[src/hdl/lp_timing_pkg.sv]
// constants, register map and carriers of the low-power timing block
// assumes one controller clock equal to the dfi clock
`default_nettype none
package lp_timing_pkg;
    // ========================================
    // sizes
    localparam int NRANK = 4;
    localparam int RANK_W = 2;
    localparam int ADDR_W = 16;
    localparam int ST_W = 12;
    localparam int DLY_D = 32;
    localparam int REG_N = 11;
    // ========================================
    // register offsets and indices
    localparam logic [11:0] OFS_XMPD = 12'h254;
    localparam logic [11:0] OFS_EP = 12'h258;
    localparam logic [11:0] OFS_XP = 12'h25C;
    localparam logic [11:0] OFS_ESR = 12'h260;
    localparam logic [11:0] OFS_XSR = 12'h264;
    localparam logic [11:0] OFS_ESRCK = 12'h268;
    localparam logic [11:0] OFS_CKXSR = 12'h26C;
    localparam logic [11:0] OFS_CMD = 12'h270;
    localparam logic [11:0] OFS_PAR = 12'h274;
    localparam logic [11:0] OFS_ZQ = 12'h278;
    localparam logic [11:0] OFS_STAT = 12'h27C;
    localparam logic [3:0] I_XMPD = 4'h0;
    localparam logic [3:0] I_EP = 4'h1;
    localparam logic [3:0] I_XP = 4'h2;
    localparam logic [3:0] I_ESR = 4'h3;
    localparam logic [3:0] I_XSR = 4'h4;
    localparam logic [3:0] I_ESRCK = 4'h5;
    localparam logic [3:0] I_CKXSR = 4'h6;
    localparam logic [3:0] I_CMD = 4'h7;
    localparam logic [3:0] I_PAR = 4'h8;
    localparam logic [3:0] I_ZQ = 4'h9;
    localparam logic [3:0] I_STAT = 4'hA;
    // element 0 is the register at OFS_XMPD
    localparam logic [REG_N-1:0][31:0] RST_VAL = {
        32'h0, 32'h40, 32'h900, 32'h0, 32'h1, 32'h5,
        32'h05120100, 32'hE, 32'h00060002, 32'h2, 32'h3FF};
    localparam logic [REG_N-1:0][31:0] WMASK = {
        32'h0, 32'h3FF, 32'h3F03, 32'hF0F, 32'h1F, 32'h1F,
        32'h07FF03FF, 32'hFF, 32'h00FF00FF, 32'hFF, 32'hFFF};
    // ========================================
    // field positions
    localparam int F_LO = 0;
    localparam int F_HI = 16;
    localparam int F_MID = 8;
    localparam int W_XMPD = 12;
    localparam int W_8 = 8;
    localparam int W_XSR = 10;
    localparam int W_XSRDLL = 11;
    localparam int W_CK = 5;
    localparam int W_4 = 4;
    localparam int W_PAR = 2;
    localparam int W_CMPL = 6;
    localparam int W_ZQ = 10;
    localparam int S_CLK = 4;
    localparam int S_PST = 16;
    // ========================================
    // types
    typedef enum logic [3:0] {
        K_NODLL = 4'h0, K_DLL = 4'h1, K_PD_IN = 4'h2, K_PD_OUT = 4'h3,
        K_SR_IN = 4'h4, K_SR_OUT = 4'h5, K_MPD_IN = 4'h6, K_MPD_OUT = 4'h7,
        K_ZQCS = 4'h8, K_CK_ON = 4'h9
    } kind_t;
    typedef enum logic [1:0] {
        PS_ACT = 2'b00, PS_PD = 2'b01, PS_SR = 2'b10, PS_MPD = 2'b11
    } pstate_t;
    typedef struct packed {
        kind_t kind;
        logic [RANK_W-1:0] rank;
        logic [ADDR_W-1:0] addr;
    } cmd_t;
    typedef struct packed {
        logic ok;
        logic [ADDR_W-1:0] a;
    } stage_t;
endpackage
`default_nettype wire

[src/hdl/lp_cmd_timing.sv]
// per-rank low-power command timing with apb timing registers
// assumes dfi clock equals pclk and one request strobe per cycle
//
// Design decision made here: the APB interface to the registers.
`default_nettype none
// Function
// - after max power-down exit, wait the exit count before next rank command
// - max power-down exit field is bits 11:0, values 1 to 4094
// - after power-down entry, hold rank commands for the entry count
// - on power-down exit, delay non-dll commands by the low-byte count
// - on power-down exit, delay dll commands by bits 23:16 count
// - after self-refresh entry, hold rank commands for the entry count
// - after self-refresh exit, delay non-dll commands by the 10-bit count
// - after self-refresh exit, delay dll commands by the bits 26:16 count
// - stop dram clock only after the entry-to-stop count elapses
// - leave the state only after clock-restart count elapses
// - account for command/address latency from bits 11:8
// - drive command and address the programmed clocks after chip select
// - command complete the programmed cycles after chip select
// - drive parity the programmed clocks after chip select
// - after zq short calibration, wait the calibration delay for that rank
// - zq short delay field is bits 9:0, values 2 to 1023
// - timing registers read and write in any state, reserved bits zero
module lp_cmd_timing #(
    parameter int NRANK = lp_timing_pkg::NRANK
) (
    // clock, reset, enable
    input wire logic pclk,
    input wire logic presetn,
    input wire logic ce,
    // apb slave
    input wire logic psel,
    input wire logic penable,
    input wire logic pwrite,
    input wire logic [11:0] paddr,
    input wire logic [31:0] pwdata,
    output logic [31:0] prdata,
    output logic pready,
    output logic pslverr,
    // command request
    input wire logic cmd_valid,
    input wire lp_timing_pkg::cmd_t cmd_req,
    output logic cmd_accept,
    output logic cmd_reject,
    output logic [NRANK-1:0] cmd_done,
    output logic [NRANK-1:0] rank_ready,
    // dfi side
    output logic [NRANK-1:0] dfi_cs_n,
    output logic [lp_timing_pkg::ADDR_W-1:0] dfi_address,
    output logic dfi_address_valid,
    output logic dfi_parity_in,
    output logic [NRANK-1:0] dram_clk_disable
);
    localparam int ST_W = lp_timing_pkg::ST_W;
    localparam int AW = lp_timing_pkg::ADDR_W;
    localparam int DD = lp_timing_pkg::DLY_D;

    // ========================================
    // register file
    logic [lp_timing_pkg::REG_N-1:0][31:0] cfg_q;
    logic [31:0] stat;
    logic [3:0] ri;
    logic hit;
    logic wr_now;

    function automatic logic [ST_W-1:0] fld(input logic [31:0] v, input int lsb, input int w);
        logic [31:0] m;
        m = (32'h1 << w) - 32'h1;
        fld = ST_W'((v >> lsb) & m);
    endfunction

    function automatic logic [ST_W-1:0] dec(input logic [ST_W-1:0] v);
        dec = (v == '0) ? '0 : v - ST_W'(1);
    endfunction

    always_comb begin
        logic [11:0] o;
        o = paddr - lp_timing_pkg::OFS_XMPD;
        ri = o[5:2];
        hit = paddr >= lp_timing_pkg::OFS_XMPD && paddr <= lp_timing_pkg::OFS_STAT
            && paddr[1:0] == 2'b00;
    end

    assign wr_now = ce && psel && penable && pready && pwrite && hit;

    always_ff @(posedge pclk or negedge presetn) begin
        if (!presetn) begin
            cfg_q <= lp_timing_pkg::RST_VAL;
        end else if (wr_now) begin
            // accepted in every controller state
            cfg_q[ri] <= pwdata & lp_timing_pkg::WMASK[ri];
        end
    end

    // no wait state; answer in the first access cycle
    always_ff @(posedge pclk or negedge presetn) begin
        if (!presetn) begin
            pready <= 1'b0;
            pslverr <= 1'b0;
            prdata <= 32'h0;
        end else if (ce) begin
            pready <= psel && !penable;
            pslverr <= psel && !penable && !hit;
            if (psel && !penable) begin
                // reserved bits masked to zero
                prdata <= !hit ? 32'h0 : (ri == lp_timing_pkg::I_STAT) ? stat : cfg_q[ri];
            end
        end
    end

    // ========================================
    // field views
    logic [ST_W-1:0] t_xmpd, t_ep, t_xp, t_xpdll, t_esr, t_xsr, t_xsrdll;
    logic [ST_W-1:0] t_esrck, t_ckxsr, t_cmdlat, t_cal, t_parin, t_cmpl, t_zq;
    always_comb begin
        t_xmpd = fld(cfg_q[lp_timing_pkg::I_XMPD], lp_timing_pkg::F_LO, lp_timing_pkg::W_XMPD);
        t_ep = fld(cfg_q[lp_timing_pkg::I_EP], lp_timing_pkg::F_LO, lp_timing_pkg::W_8);
        t_xp = fld(cfg_q[lp_timing_pkg::I_XP], lp_timing_pkg::F_LO, lp_timing_pkg::W_8);
        t_xpdll = fld(cfg_q[lp_timing_pkg::I_XP], lp_timing_pkg::F_HI, lp_timing_pkg::W_8);
        t_esr = fld(cfg_q[lp_timing_pkg::I_ESR], lp_timing_pkg::F_LO, lp_timing_pkg::W_8);
        t_xsr = fld(cfg_q[lp_timing_pkg::I_XSR], lp_timing_pkg::F_LO, lp_timing_pkg::W_XSR);
        t_xsrdll = fld(cfg_q[lp_timing_pkg::I_XSR], lp_timing_pkg::F_HI, lp_timing_pkg::W_XSRDLL);
        t_esrck = fld(cfg_q[lp_timing_pkg::I_ESRCK], lp_timing_pkg::F_LO, lp_timing_pkg::W_CK);
        t_ckxsr = fld(cfg_q[lp_timing_pkg::I_CKXSR], lp_timing_pkg::F_LO, lp_timing_pkg::W_CK);
        t_cmdlat = fld(cfg_q[lp_timing_pkg::I_CMD], lp_timing_pkg::F_LO, lp_timing_pkg::W_4);
        t_cal = fld(cfg_q[lp_timing_pkg::I_CMD], lp_timing_pkg::F_MID, lp_timing_pkg::W_4);
        t_parin = fld(cfg_q[lp_timing_pkg::I_PAR], lp_timing_pkg::F_LO, lp_timing_pkg::W_PAR);
        t_cmpl = fld(cfg_q[lp_timing_pkg::I_PAR], lp_timing_pkg::F_MID, lp_timing_pkg::W_CMPL);
        t_zq = fld(cfg_q[lp_timing_pkg::I_ZQ], lp_timing_pkg::F_LO, lp_timing_pkg::W_ZQ);
    end

    // ========================================
    // per-rank state
    lp_timing_pkg::pstate_t ps_q [NRANK];
    logic [ST_W-1:0] nd_q [NRANK];
    logic [ST_W-1:0] dl_q [NRANK];
    logic [ST_W-1:0] ck_q [NRANK];
    logic [ST_W-1:0] cp_q [NRANK];
    logic [NRANK-1:0] arm_q;
    logic [NRANK-1:0] off_q;

    // request check against the addressed rank only
    function automatic logic legal(input lp_timing_pkg::kind_t k, input lp_timing_pkg::pstate_t s,
                                   input logic nd0, input logic dl0, input logic ck0, input logic off);
        logic act;
        act = s == lp_timing_pkg::PS_ACT;
        case (k)
            lp_timing_pkg::K_NODLL: legal = act && nd0;
            lp_timing_pkg::K_DLL: legal = act && dl0;
            lp_timing_pkg::K_PD_IN, lp_timing_pkg::K_SR_IN, lp_timing_pkg::K_MPD_IN,
            lp_timing_pkg::K_ZQCS: legal = act && nd0 && dl0;
            lp_timing_pkg::K_PD_OUT: legal = s == lp_timing_pkg::PS_PD && nd0 && dl0;
            lp_timing_pkg::K_SR_OUT: legal = s == lp_timing_pkg::PS_SR && !off && ck0 && nd0;
            lp_timing_pkg::K_MPD_OUT: legal = s == lp_timing_pkg::PS_MPD && !off && ck0 && nd0;
            lp_timing_pkg::K_CK_ON: legal = off;
            default: legal = 1'b0;
        endcase
    endfunction

    lp_timing_pkg::kind_t kd;
    logic [lp_timing_pkg::RANK_W-1:0] rk;
    logic take;
    always_comb begin
        kd = cmd_req.kind;
        rk = cmd_req.rank;
        take = 1'b0;
        if (cmd_valid && 32'(rk) < NRANK) begin
            take = legal(kd, ps_q[rk], nd_q[rk] == '0, dl_q[rk] == '0, ck_q[rk] == '0, off_q[rk]);
        end
    end

    // hold values that a taken request loads; ld_nd non-dll, ld_dl dll
    logic [ST_W-1:0] ld_nd, ld_dl;
    logic ld_on;
    always_comb begin
        ld_on = 1'b1;
        ld_nd = '0;
        ld_dl = '0;
        case (kd)
            lp_timing_pkg::K_PD_IN: begin
                ld_nd = t_ep;
                ld_dl = t_ep;
            end
            lp_timing_pkg::K_PD_OUT: begin
                ld_nd = t_xp;
                ld_dl = t_xpdll;
            end
            lp_timing_pkg::K_SR_IN, lp_timing_pkg::K_MPD_IN: begin
                ld_nd = t_esr;
                ld_dl = t_esr;
            end
            lp_timing_pkg::K_SR_OUT: begin
                ld_nd = t_xsr;
                ld_dl = t_xsrdll;
            end
            lp_timing_pkg::K_MPD_OUT: begin
                ld_nd = t_xmpd;
                ld_dl = t_xmpd;
            end
            lp_timing_pkg::K_ZQCS: begin
                ld_nd = t_zq;
                ld_dl = t_zq;
            end
            default: ld_on = 1'b0;
        endcase
    end

    for (genvar r = 0; r < NRANK; r++) begin : g_rank
        logic mine;
        assign mine = take && 32'(rk) == r;

        // hold-off counters; nonzero blocks the matching class
        always_ff @(posedge pclk or negedge presetn) begin
            if (!presetn) begin
                nd_q[r] <= '0;
                dl_q[r] <= '0;
            end else if (ce) begin
                if (mine && ld_on) begin
                    nd_q[r] <= dec(ld_nd);
                    dl_q[r] <= dec(ld_dl);
                end else begin
                    nd_q[r] <= dec(nd_q[r]);
                    dl_q[r] <= dec(dl_q[r]);
                end
            end
        end

        always_ff @(posedge pclk or negedge presetn) begin
            if (!presetn) begin
                ps_q[r] <= lp_timing_pkg::PS_ACT;
            end else if (ce && mine) begin
                case (kd)
                    lp_timing_pkg::K_PD_IN: ps_q[r] <= lp_timing_pkg::PS_PD;
                    lp_timing_pkg::K_SR_IN: ps_q[r] <= lp_timing_pkg::PS_SR;
                    lp_timing_pkg::K_MPD_IN: ps_q[r] <= lp_timing_pkg::PS_MPD;
                    lp_timing_pkg::K_PD_OUT, lp_timing_pkg::K_SR_OUT,
                    lp_timing_pkg::K_MPD_OUT: ps_q[r] <= lp_timing_pkg::PS_ACT;
                    default: ps_q[r] <= ps_q[r];
                endcase
            end
        end

        // dram clock stop after entry, restart before exit
        always_ff @(posedge pclk or negedge presetn) begin
            if (!presetn) begin
                ck_q[r] <= '0;
                arm_q[r] <= 1'b0;
                off_q[r] <= 1'b0;
            end else if (ce) begin
                if (mine && (kd == lp_timing_pkg::K_SR_IN || kd == lp_timing_pkg::K_MPD_IN)) begin
                    ck_q[r] <= dec(t_esrck);
                    arm_q[r] <= 1'b1;
                end else if (mine && kd == lp_timing_pkg::K_CK_ON) begin
                    ck_q[r] <= dec(t_ckxsr);
                    off_q[r] <= 1'b0;
                end else if (arm_q[r] && ck_q[r] == '0) begin
                    off_q[r] <= 1'b1;
                    arm_q[r] <= 1'b0;
                end else begin
                    ck_q[r] <= dec(ck_q[r]);
                end
            end
        end

        // completion timer from chip select
        always_ff @(posedge pclk or negedge presetn) begin
            if (!presetn) begin
                cp_q[r] <= '0;
                cmd_done[r] <= 1'b0;
            end else if (ce) begin
                cmd_done[r] <= cp_q[r] == ST_W'(1);
                cp_q[r] <= mine ? t_cmpl : dec(cp_q[r]);
            end
        end

        always_ff @(posedge pclk or negedge presetn) begin
            if (!presetn) begin
                dfi_cs_n[r] <= 1'b1;
                rank_ready[r] <= 1'b0;
            end else if (ce) begin
                dfi_cs_n[r] <= !mine;
                rank_ready[r] <= ps_q[r] == lp_timing_pkg::PS_ACT && nd_q[r] == '0 && dl_q[r] == '0;
            end
        end
    end

    always_comb begin
        stat = 32'h0;
        for (int r = 0; r < NRANK; r++) begin
            stat[r] = rank_ready[r];
            stat[lp_timing_pkg::S_CLK + r] = off_q[r];
            stat[lp_timing_pkg::S_PST + 2 * r +: 2] = ps_q[r];
        end
    end

    always_ff @(posedge pclk or negedge presetn) begin
        if (!presetn) begin
            cmd_accept <= 1'b0;
            cmd_reject <= 1'b0;
        end else if (ce) begin
            cmd_accept <= take;
            cmd_reject <= cmd_valid && !take;
        end
    end

    // ========================================
    // command, address and parity delay line
    lp_timing_pkg::stage_t line_q [DD];
    lp_timing_pkg::stage_t now_s;
    logic [ST_W-1:0] a_dly;
    assign now_s = '{ok: take, a: cmd_req.addr};
    assign a_dly = t_cmdlat + t_cal;

    always_ff @(posedge pclk or negedge presetn) begin
        if (!presetn) begin
            for (int i = 0; i < DD; i++) begin
                line_q[i] <= '0;
            end
        end else if (ce) begin
            line_q[0] <= now_s;
            for (int i = 1; i < DD; i++) begin
                line_q[i] <= line_q[i-1];
            end
        end
    end

    always_ff @(posedge pclk or negedge presetn) begin
        if (!presetn) begin
            dfi_address <= '0;
            dfi_address_valid <= 1'b0;
            dfi_parity_in <= 1'b0;
        end else if (ce) begin
            if (a_dly == '0) begin
                dfi_address <= now_s.a;
                dfi_address_valid <= now_s.ok;
            end else begin
                dfi_address <= line_q[a_dly-1].a;
                dfi_address_valid <= line_q[a_dly-1].ok;
            end
            dfi_parity_in <= (t_parin == '0) ? ^now_s.a : ^line_q[t_parin-1].a;
        end
    end

    assign dram_clk_disable = off_q;
endmodule
`default_nettype wire

[config.mk]
export PLATFORM = sky130hd
export DESIGN_NAME = lp_cmd_timing
export DESIGN_NICKNAME = d
export VERILOG_FILES = /design/src/hdl/lp_timing_pkg.sv /design/src/hdl/lp_cmd_timing.sv
export SDC_FILE = /design/constraint.sdc
export NUM_CORES = 2
export LEC_CHECK = 0
export BUFFER_PORTS_ARGS = -buffer_cell sky130_fd_sc_hd__buf_2
export CAP_MARGIN = 40
export CORE_UTILIZATION = 30
export CTS_CLUSTER_DIAMETER = 120
export CTS_CLUSTER_SIZE = 24
export DETAILED_ROUTE_END_ITERATION = 8
export GPL_TIMING_DRIVEN = 0
export PLACE_DENSITY = 0.44
export SETUP_SLACK_MARGIN = 0.1
export SYNTH_ARGS = -nofsm -noshare
export SYNTH_HDL_FRONTEND = slang
export SYNTH_SLANG_ARGS = --single-unit
[constraint.sdc]
create_clock -name pclk -period 4.75 [get_ports pclk]
set_input_delay 0.2375 -clock pclk [delete_from_list [all_inputs] [get_ports pclk]]
set_output_delay 0.2375 -clock pclk [all_outputs]
set_load 0.03 [all_outputs]
# Word level (Yosys, flattened, before mapping)
# Memory sizes are Yosys's and may differ from the RTL's.
# Index checks and enable logic that the tools add are counted.
[word_totals]
romBits = 512
word_cells = 420
memories = 1
register_bits = 1169
in_bits = 73
[mem_list]
columns = ["memory", "depth", "word_bits", "rd", "rd_clocked_by_memory_dff", "write_ports", "line", "source"]
rows = [
  ["(no name shown)", 16, 32, 1, 0, 0, "lp_cmd_timing.sv:91", "cfg_q[ri] <= pwdata & lp_timing_pkg::WMASK[ri];"],
]
[op_classes]
addsub = 24
eq_ne = 28
magnitude_cmp = 8
bitwise_logic = 8
mux = 101
reduce_logical = 128
[ops]
columns = ["operator", "count"]
rows = [
  ["$mux 12", 50],
  ["$bwmux 352", 1],
  ["$logic_not 12->1", 25],
  ["$sub 12x1->12 const B", 18],
  ["$bmux 17 s5", 2],
  ["$mux 32", 5],
  ["$pmux 12 s6", 2],
  ["$bmux 32 s4", 1],
  ["$demux 32 s4", 1],
  ["$bmux 12 s2", 3],
  ["$ge 33x6->1 const B", 2],
  ["$not 32->33", 2],
  ["$logic_and 1x1->1", 54],
  ["$eq 12x1->1 const B", 4],
  ["$mux 16", 3],
  ["$mux 17", 2],
  ["$and 32x32->32", 1],
  ["$reduce_xor 16->1", 2],
  ["$mux 1", 25],
  ["$reduce_and 3->1", 8],
  ["$reduce_and 2->1", 9],
  ["$sub 5x1->6 const B", 3],
  ["$eq 4x3->1 const B", 4],
  ["$reduce_bool 2->1", 8],
  ["other kinds (32)", 62],
]

# Longest topological paths before layout
[logic_depth]
depth_word = 14
depth_mapped = 16
ltp_nobuf = 11

# Least setup slack after synthesis
# No wires, ideal clock.
[synth_timing]
path_type = "input-to-reg"
from = "input port paddr[2]"
to = "register prdata[6]"
setup_ns = 0.136
required_ns = 4.614
slack_ns = 1.149
path_stages = 13
arrival_ns = 3.465
cell_sequence = "buf_1 -> buf_1 -> inv_1 -> clkbuf_1 -> ha_1 -> clkbuf_1 -> buf_1 -> buf_1 -> mux4_2 -> o211ai_1 -> o21ai_0 -> o211ai_1 -> o21ai_0"
[synth_via]
elab_chain_cells = 5
word_cells_on_any_way = 10
classes_between = "1 x add/sub; 2 x order compare; 1 x eq/ne; 4 x mux; 2 x reduce/logical"
[synth_rtl]
columns = ["element", "line", "source"]
rows = [
  ["start, declared", "lp_cmd_timing.sv:35", "input wire logic [11:0] paddr,"],
  ["$sub 6x5->6", "lp_cmd_timing.sv:78", "o = paddr - lp_timing_pkg::OFS_XMPD;"],
  ["$bmux 32 s4", "lp_cmd_timing.sv:106", "prdata <= !hit ? 32'h0 : (ri == lp_timing_pkg::I_STAT) ? stat : cfg_q[ri];"],
  ["$mux 32 (not written as such)", "lp_cmd_timing.sv:106", ""],
  ["$mux 32", "lp_cmd_timing.sv:106", ""],
  ["$mux 32 (*)", "lp_cmd_timing.sv:106", ""],
  ["end signal, assigned", "lp_cmd_timing.sv:106", ""],
  ["end, declared", "lp_cmd_timing.sv:37", "output logic [31:0] prdata,"],
]
# Mark *: on every way between the ends. The rest lies on a longest branch, timed or not. The select of a mux whose other input is x is not followed.
# A chain may end at the register's enable or synchronous reset.

# Final worst setup path
[layout_timing]
from = "register cfg_q[224] (netlist bit)"
to = "register dfi_address[7] (netlist bit)"
[layout_via]
elab_chain_cells = 7
word_cells_on_any_way = 8
classes_between = "2 x add/sub; 4 x mux; 1 x bitwise; 1 x reduce/logical"
[layout_rtl]
columns = ["element", "line", "source"]
rows = [
  ["start, declared", "lp_cmd_timing.sv:60", "logic [lp_timing_pkg::REG_N-1:0][31:0] cfg_q;"],
  ["start signal, assigned", "lp_cmd_timing.sv:88", "cfg_q <= lp_timing_pkg::RST_VAL;"],
  ["start signal, assigned by index", "lp_cmd_timing.sv:91", ""],
  ["$add 4x4->5 (*)", "lp_cmd_timing.sv:312", "assign a_dly = t_cmdlat + t_cal;"],
  ["$sub 5x1->6", "lp_cmd_timing.sv:337", "dfi_address <= line_q[a_dly-1].a;"],
  ["$not 32->33 (not written as such)", "lp_cmd_timing.sv:337", ""],
  ["$bmux 17 s5", "lp_cmd_timing.sv:337", ""],
  ["$mux 17 (2 in series)", "-", ""],
  ["$mux 16 (*)", "lp_cmd_timing.sv:333", "if (a_dly == '0) begin"],
  ["end signal, assigned", "lp_cmd_timing.sv:334", "dfi_address <= now_s.a;"],
  ["end signal, assigned", "lp_cmd_timing.sv:337", ""],
  ["end, declared", "lp_cmd_timing.sv:49", "output logic [lp_timing_pkg::ADDR_W-1:0] dfi_address,"],
]
# Marks and branches as above.

==> results.sh <==
export IMPL_status="finished, final reports clean"
export IMPL_synthMuxAreaShare_pct=21.88
export IMPL_cap_viol_max_count=0
export IMPL_nets=5296
export IMPL_drtIter0Drc=3534
export IMPL_synth_compound_gate_area_share_pct=13.01
export IMPL_synth_flop_cell="dfrtp_1"
export IMPL_wl_per_cell_um=25.46
export IMPL_antenna_found_initial=11
export IMPL_htree_levels=2
export IMPL_reg2reg_to="dfi_address[7]$_DFFE_PN0P_"
export IMPL_cts_setup_buffers=0
export IMPL_final_util_pct=34.00
export IMPL_dp_final_hpwl_um=147000
export IMPL_cp_max_fo=10
export IMPL_r2r_cells=13
export IMPL_rows=157
export IMPL_cts_tree="done"
export IMPL_grt_pass1_wl_um=291500
export IMPL_hold_viol_final=0
export IMPL_clock_skew_ns=0.04331
export IMPL_start_util_pct=30.20
export IMPL_netlist_area_um2=55230
export IMPL_fillers=18520
export IMPL_crit_arrival_ns=5.04
export IMPL_worst_pin_slew_ns=0.9876
export IMPL_slew_limit_headroom_pct=33.32
export IMPL_synth_cell_types=101
export IMPL_vias=41150
export IMPL_grtUsageTotal_pct=20.95
export IMPL_dieArea_um2=185800
export IMPL_hold_slack_ns=0.02800
export IMPL_synth_edf_count=0
export IMPL_io_buffers=128
export IMPL_fin_tns_setup_ns=0
export IMPL_period_needed_ns=4.466
export IMPL_r2r_start="cfg_q[224]$_DFFE_PN0P_"
export IMPL_fmax_ghz=0.2239
export IMPL_vdd_ir_drop_max_mv=0.2665
export IMPL_dpl_cell_area_um2=60090
export IMPL_place_inst=7549
export IMPL_endpoint_kind="register"
export IMPL_drc=0
export IMPL_die_h_um=431.1
export IMPL_hp_class="input pin to async pin"
export IMPL_area_delta_synth_final_pct=12.57
export IMPL_synth_simple_gate_area_share_pct=10.77
export IMPL_postSynthAreaPerCell_um2=11.35
export IMPL_layout_common_cells="1053 x dfrtp_1, 574 x mux2_2, 513 x nand2_1, 508 x o21ai_0, 282 x clkbuf_1"
export IMPL_cts_path_max_buffers=3
export IMPL_cp_start_kind="register"
export IMPL_synth_seq_area_share_pct=49.23
export IMPL_yosys_area_share_adder_pct=0.9877
export IMPL_drt_first_pass_iters=6
export IMPL_reg2reg_slack_ns=0.28
export IMPL_setup_viol=0
export IMPL_gp_congestion=0.9146
export IMPL_worstSetupPathType="register to register"
export IMPL_clk_pin_slew_ns=0.11
export IMPL_p_leak_nw=25.68
export IMPL_synth_cells=4868
export IMPL_synth_top_family_by_area="multiplexers"
export IMPL_synth_async_reset_ratio_pct=100.0
export IMPL_synthXorXnorAreaFrac_pct=0.9039
export IMPL_root_buffer="clkbuf_16"
export IMPL_design_area_um2=62170
export IMPL_rsz0062_at_grt="no"
export IMPL_grt_max_degree=147
export IMPL_io_pins=143
export IMPL_crit_required_ns=5.33
export IMPL_drt_total_wl_um=195600
export IMPL_ys_warn_count=0
export IMPL_drv_slew=0
export IMPL_insertion_delay_ns=0.73
export IMPL_final_common_cell="dfrtp_1"
export IMPL_cts_buffers=52
export IMPL_drive_gt1_share_pct=23.75
export IMPL_die_w_um=431.1
export IMPL_crit_start="cfg_q[224]$_DFFE_PN0P_"
export IMPL_numClockSinks=1085
export IMPL_finalCritPeriodShare_pct=94.03
export IMPL_layout_cells_non_filler=7685
export IMPL_power_density_nw_per_um2=417.2
export IMPL_grt_pass1_vias=41230
export IMPL_ys_ff_latch=1085
export IMPL_core_um2=182900
export IMPL_vias_per_cell=5.354
export IMPL_overflow=0
export IMPL_ant_nets=0
==> flip-flops by register name (all words and copies together), names as in the netlist <==
name,cells
cmd_done,4
dram_clk_disable,4
cp_q,48
prdata,25
dfi_cs_n,4
ps_q,8
dfi_address_valid,1
cfg_q,275
dfi_address,16
line_q,544
nd_q,48
rank_ready,4
pslverr,1
cmd_reject,1
ck_q,48
dl_q,48
dfi_parity_in,1
pready,1
arm_q,4
==> Yosys cell counts (18+ instances only) <==
| library cell | instances | share of area, % |
|---|---|---|
| dfrtp_1 | 1053 | 48 |
| mux2_2 | 574 | 12 |
| nand2_1 | 513 | 3.5 |
| o21ai_0 | 508 | 4.6 |
| clkbuf_1 | 277 | 1.9 |
| nor2_1 | 224 | 1.5 |
| mux4_2 | 221 | 9.0 |
| a21oi_1 | 121 | 1.1 |
| nor3_1 | 110 | 1.0 |
| inv_1 | 97 | 0.66 |
| a22o_1 | 96 | 1.5 |
| and2_1 | 78 | 0.88 |
| o211ai_1 | 70 | 0.95 |
| mux2i_1 | 64 | 1.2 |
| nand3_1 | 63 | 0.57 |
| nor4_1 | 48 | 0.54 |
| a211oi_1 | 47 | 0.64 |
| ha_1 | 42 | 0.95 |
| or3_1 | 40 | 0.45 |
| xnor2_1 | 39 | 0.62 |
| buf_1 | 35 | 0.24 |
| nor2b_1 | 34 | 0.39 |
| dfstp_2 | 32 | 1.5 |
| nand2b_1 | 29 | 0.33 |
| buf_2 | 26 | 0.24 |
| or4_1 | 25 | 0.34 |
| o31ai_1 | 24 | 0.33 |
| o22ai_1 | 23 | 0.26 |
| a31oi_1 | 21 | 0.24 |
| o311ai_0 | 20 | 0.32 |
| or2_2 | 20 | 0.23 |
| o21ai_1 | 19 | 0.17 |
| xor2_1 | 18 | 0.29 |
==> power breakdown <==
group / switching (W) / leakage [nW] / internal [W] / total [W]
combinational: 0.00301 / 11.0 / 0.00348 / 0.00650
sequential: 0.00227 / 13.9 / 0.0117 / 0.0139
clock: 0.00334 / 0.734 / 0.00215 / 0.00549
total: 0.00863 / 25.7 / 0.0173 / 0.0259
==> area by class of cell <==
cell class,instances,area (um^2),area share (%)
antenna,5,12.51,0.02012
buffer,348,1428,2.296
sequential,1085,27190,43.74
clock buffer,83,1448,2.328
timing repair buffer,255,2188,3.520
inverter,98,367.9,0.5917
clock inverter,7,88.84,0.1429
tap,2464,3083,4.959
multi-input combinational,3340,26370,42.41
==> metrics by stage <==
stage	power [W]	worst slack [ns]
floorplan	0.01815	1.149
global placement	0.02036	-22.01
detailed placement	0.02056	-1.083
CTS	0.02616	0.01207
global route	0.02751	0.1373
finish	0.02594	0.2835
==> cells by family after synthesis <==
logic type,count (synthesis)
mux,859
fa+ha+maj,43
simple gates,1252
buf+inv,449
flops,1085
xor+xnor,57
other cells,1
compound gates,1122
==> how the worst max path moves through the flow <==
stage,to,depth (start not counted)
finish,dfi_address[7]$_DFFE_PN0P_,13
global route,dfi_address[8]$_DFFE_PN0P_,13
CTS,dfi_address[7]$_DFFE_PN0P_,12
detailed placement,cfg_q[213]$_DFFE_PN0P_,18
global placement,line_q[212]$_DFFE_PN0P_,1
floorplan,prdata[6]$_DFFE_PN0P_,13
==> what timing repair did <==
item,4_1_cts,5_1_grt
gates resized for setup,28,23
hold buffers,44,0
hold endpoints to repair,371,0
pin swaps,1,0
setup endpoints to repair,146,9
==> per-layer routing <==
metal / vias to the layer above / GRT usage (%) / routed length, um
met5: - / 0 / 0
met3: 197 / 1.941 / 7523
met4: 0 / 6.762 / 6739
li1: 18570 / - / -
met2: 1025 / 33.67 / 90950
met1: 21360 / 29.66 / 90430
==> worst max-delay path, cell delays in order (launching register included) <==
cell	delay [ns]
dfrtp_1	0.45
ha_1	0.23
inv_1	0.07
fa_1	0.45
ha_2	0.22
xnor2_1	0.36
clkbuf_2	0.41
buf_2	0.41
mux2_2	0.38
o21ai_0	0.46
nor2_1	0.10
o311ai_2	0.46
buf_4	0.23
o21ai_0	0.08
(Power assumes the default switching activity.)
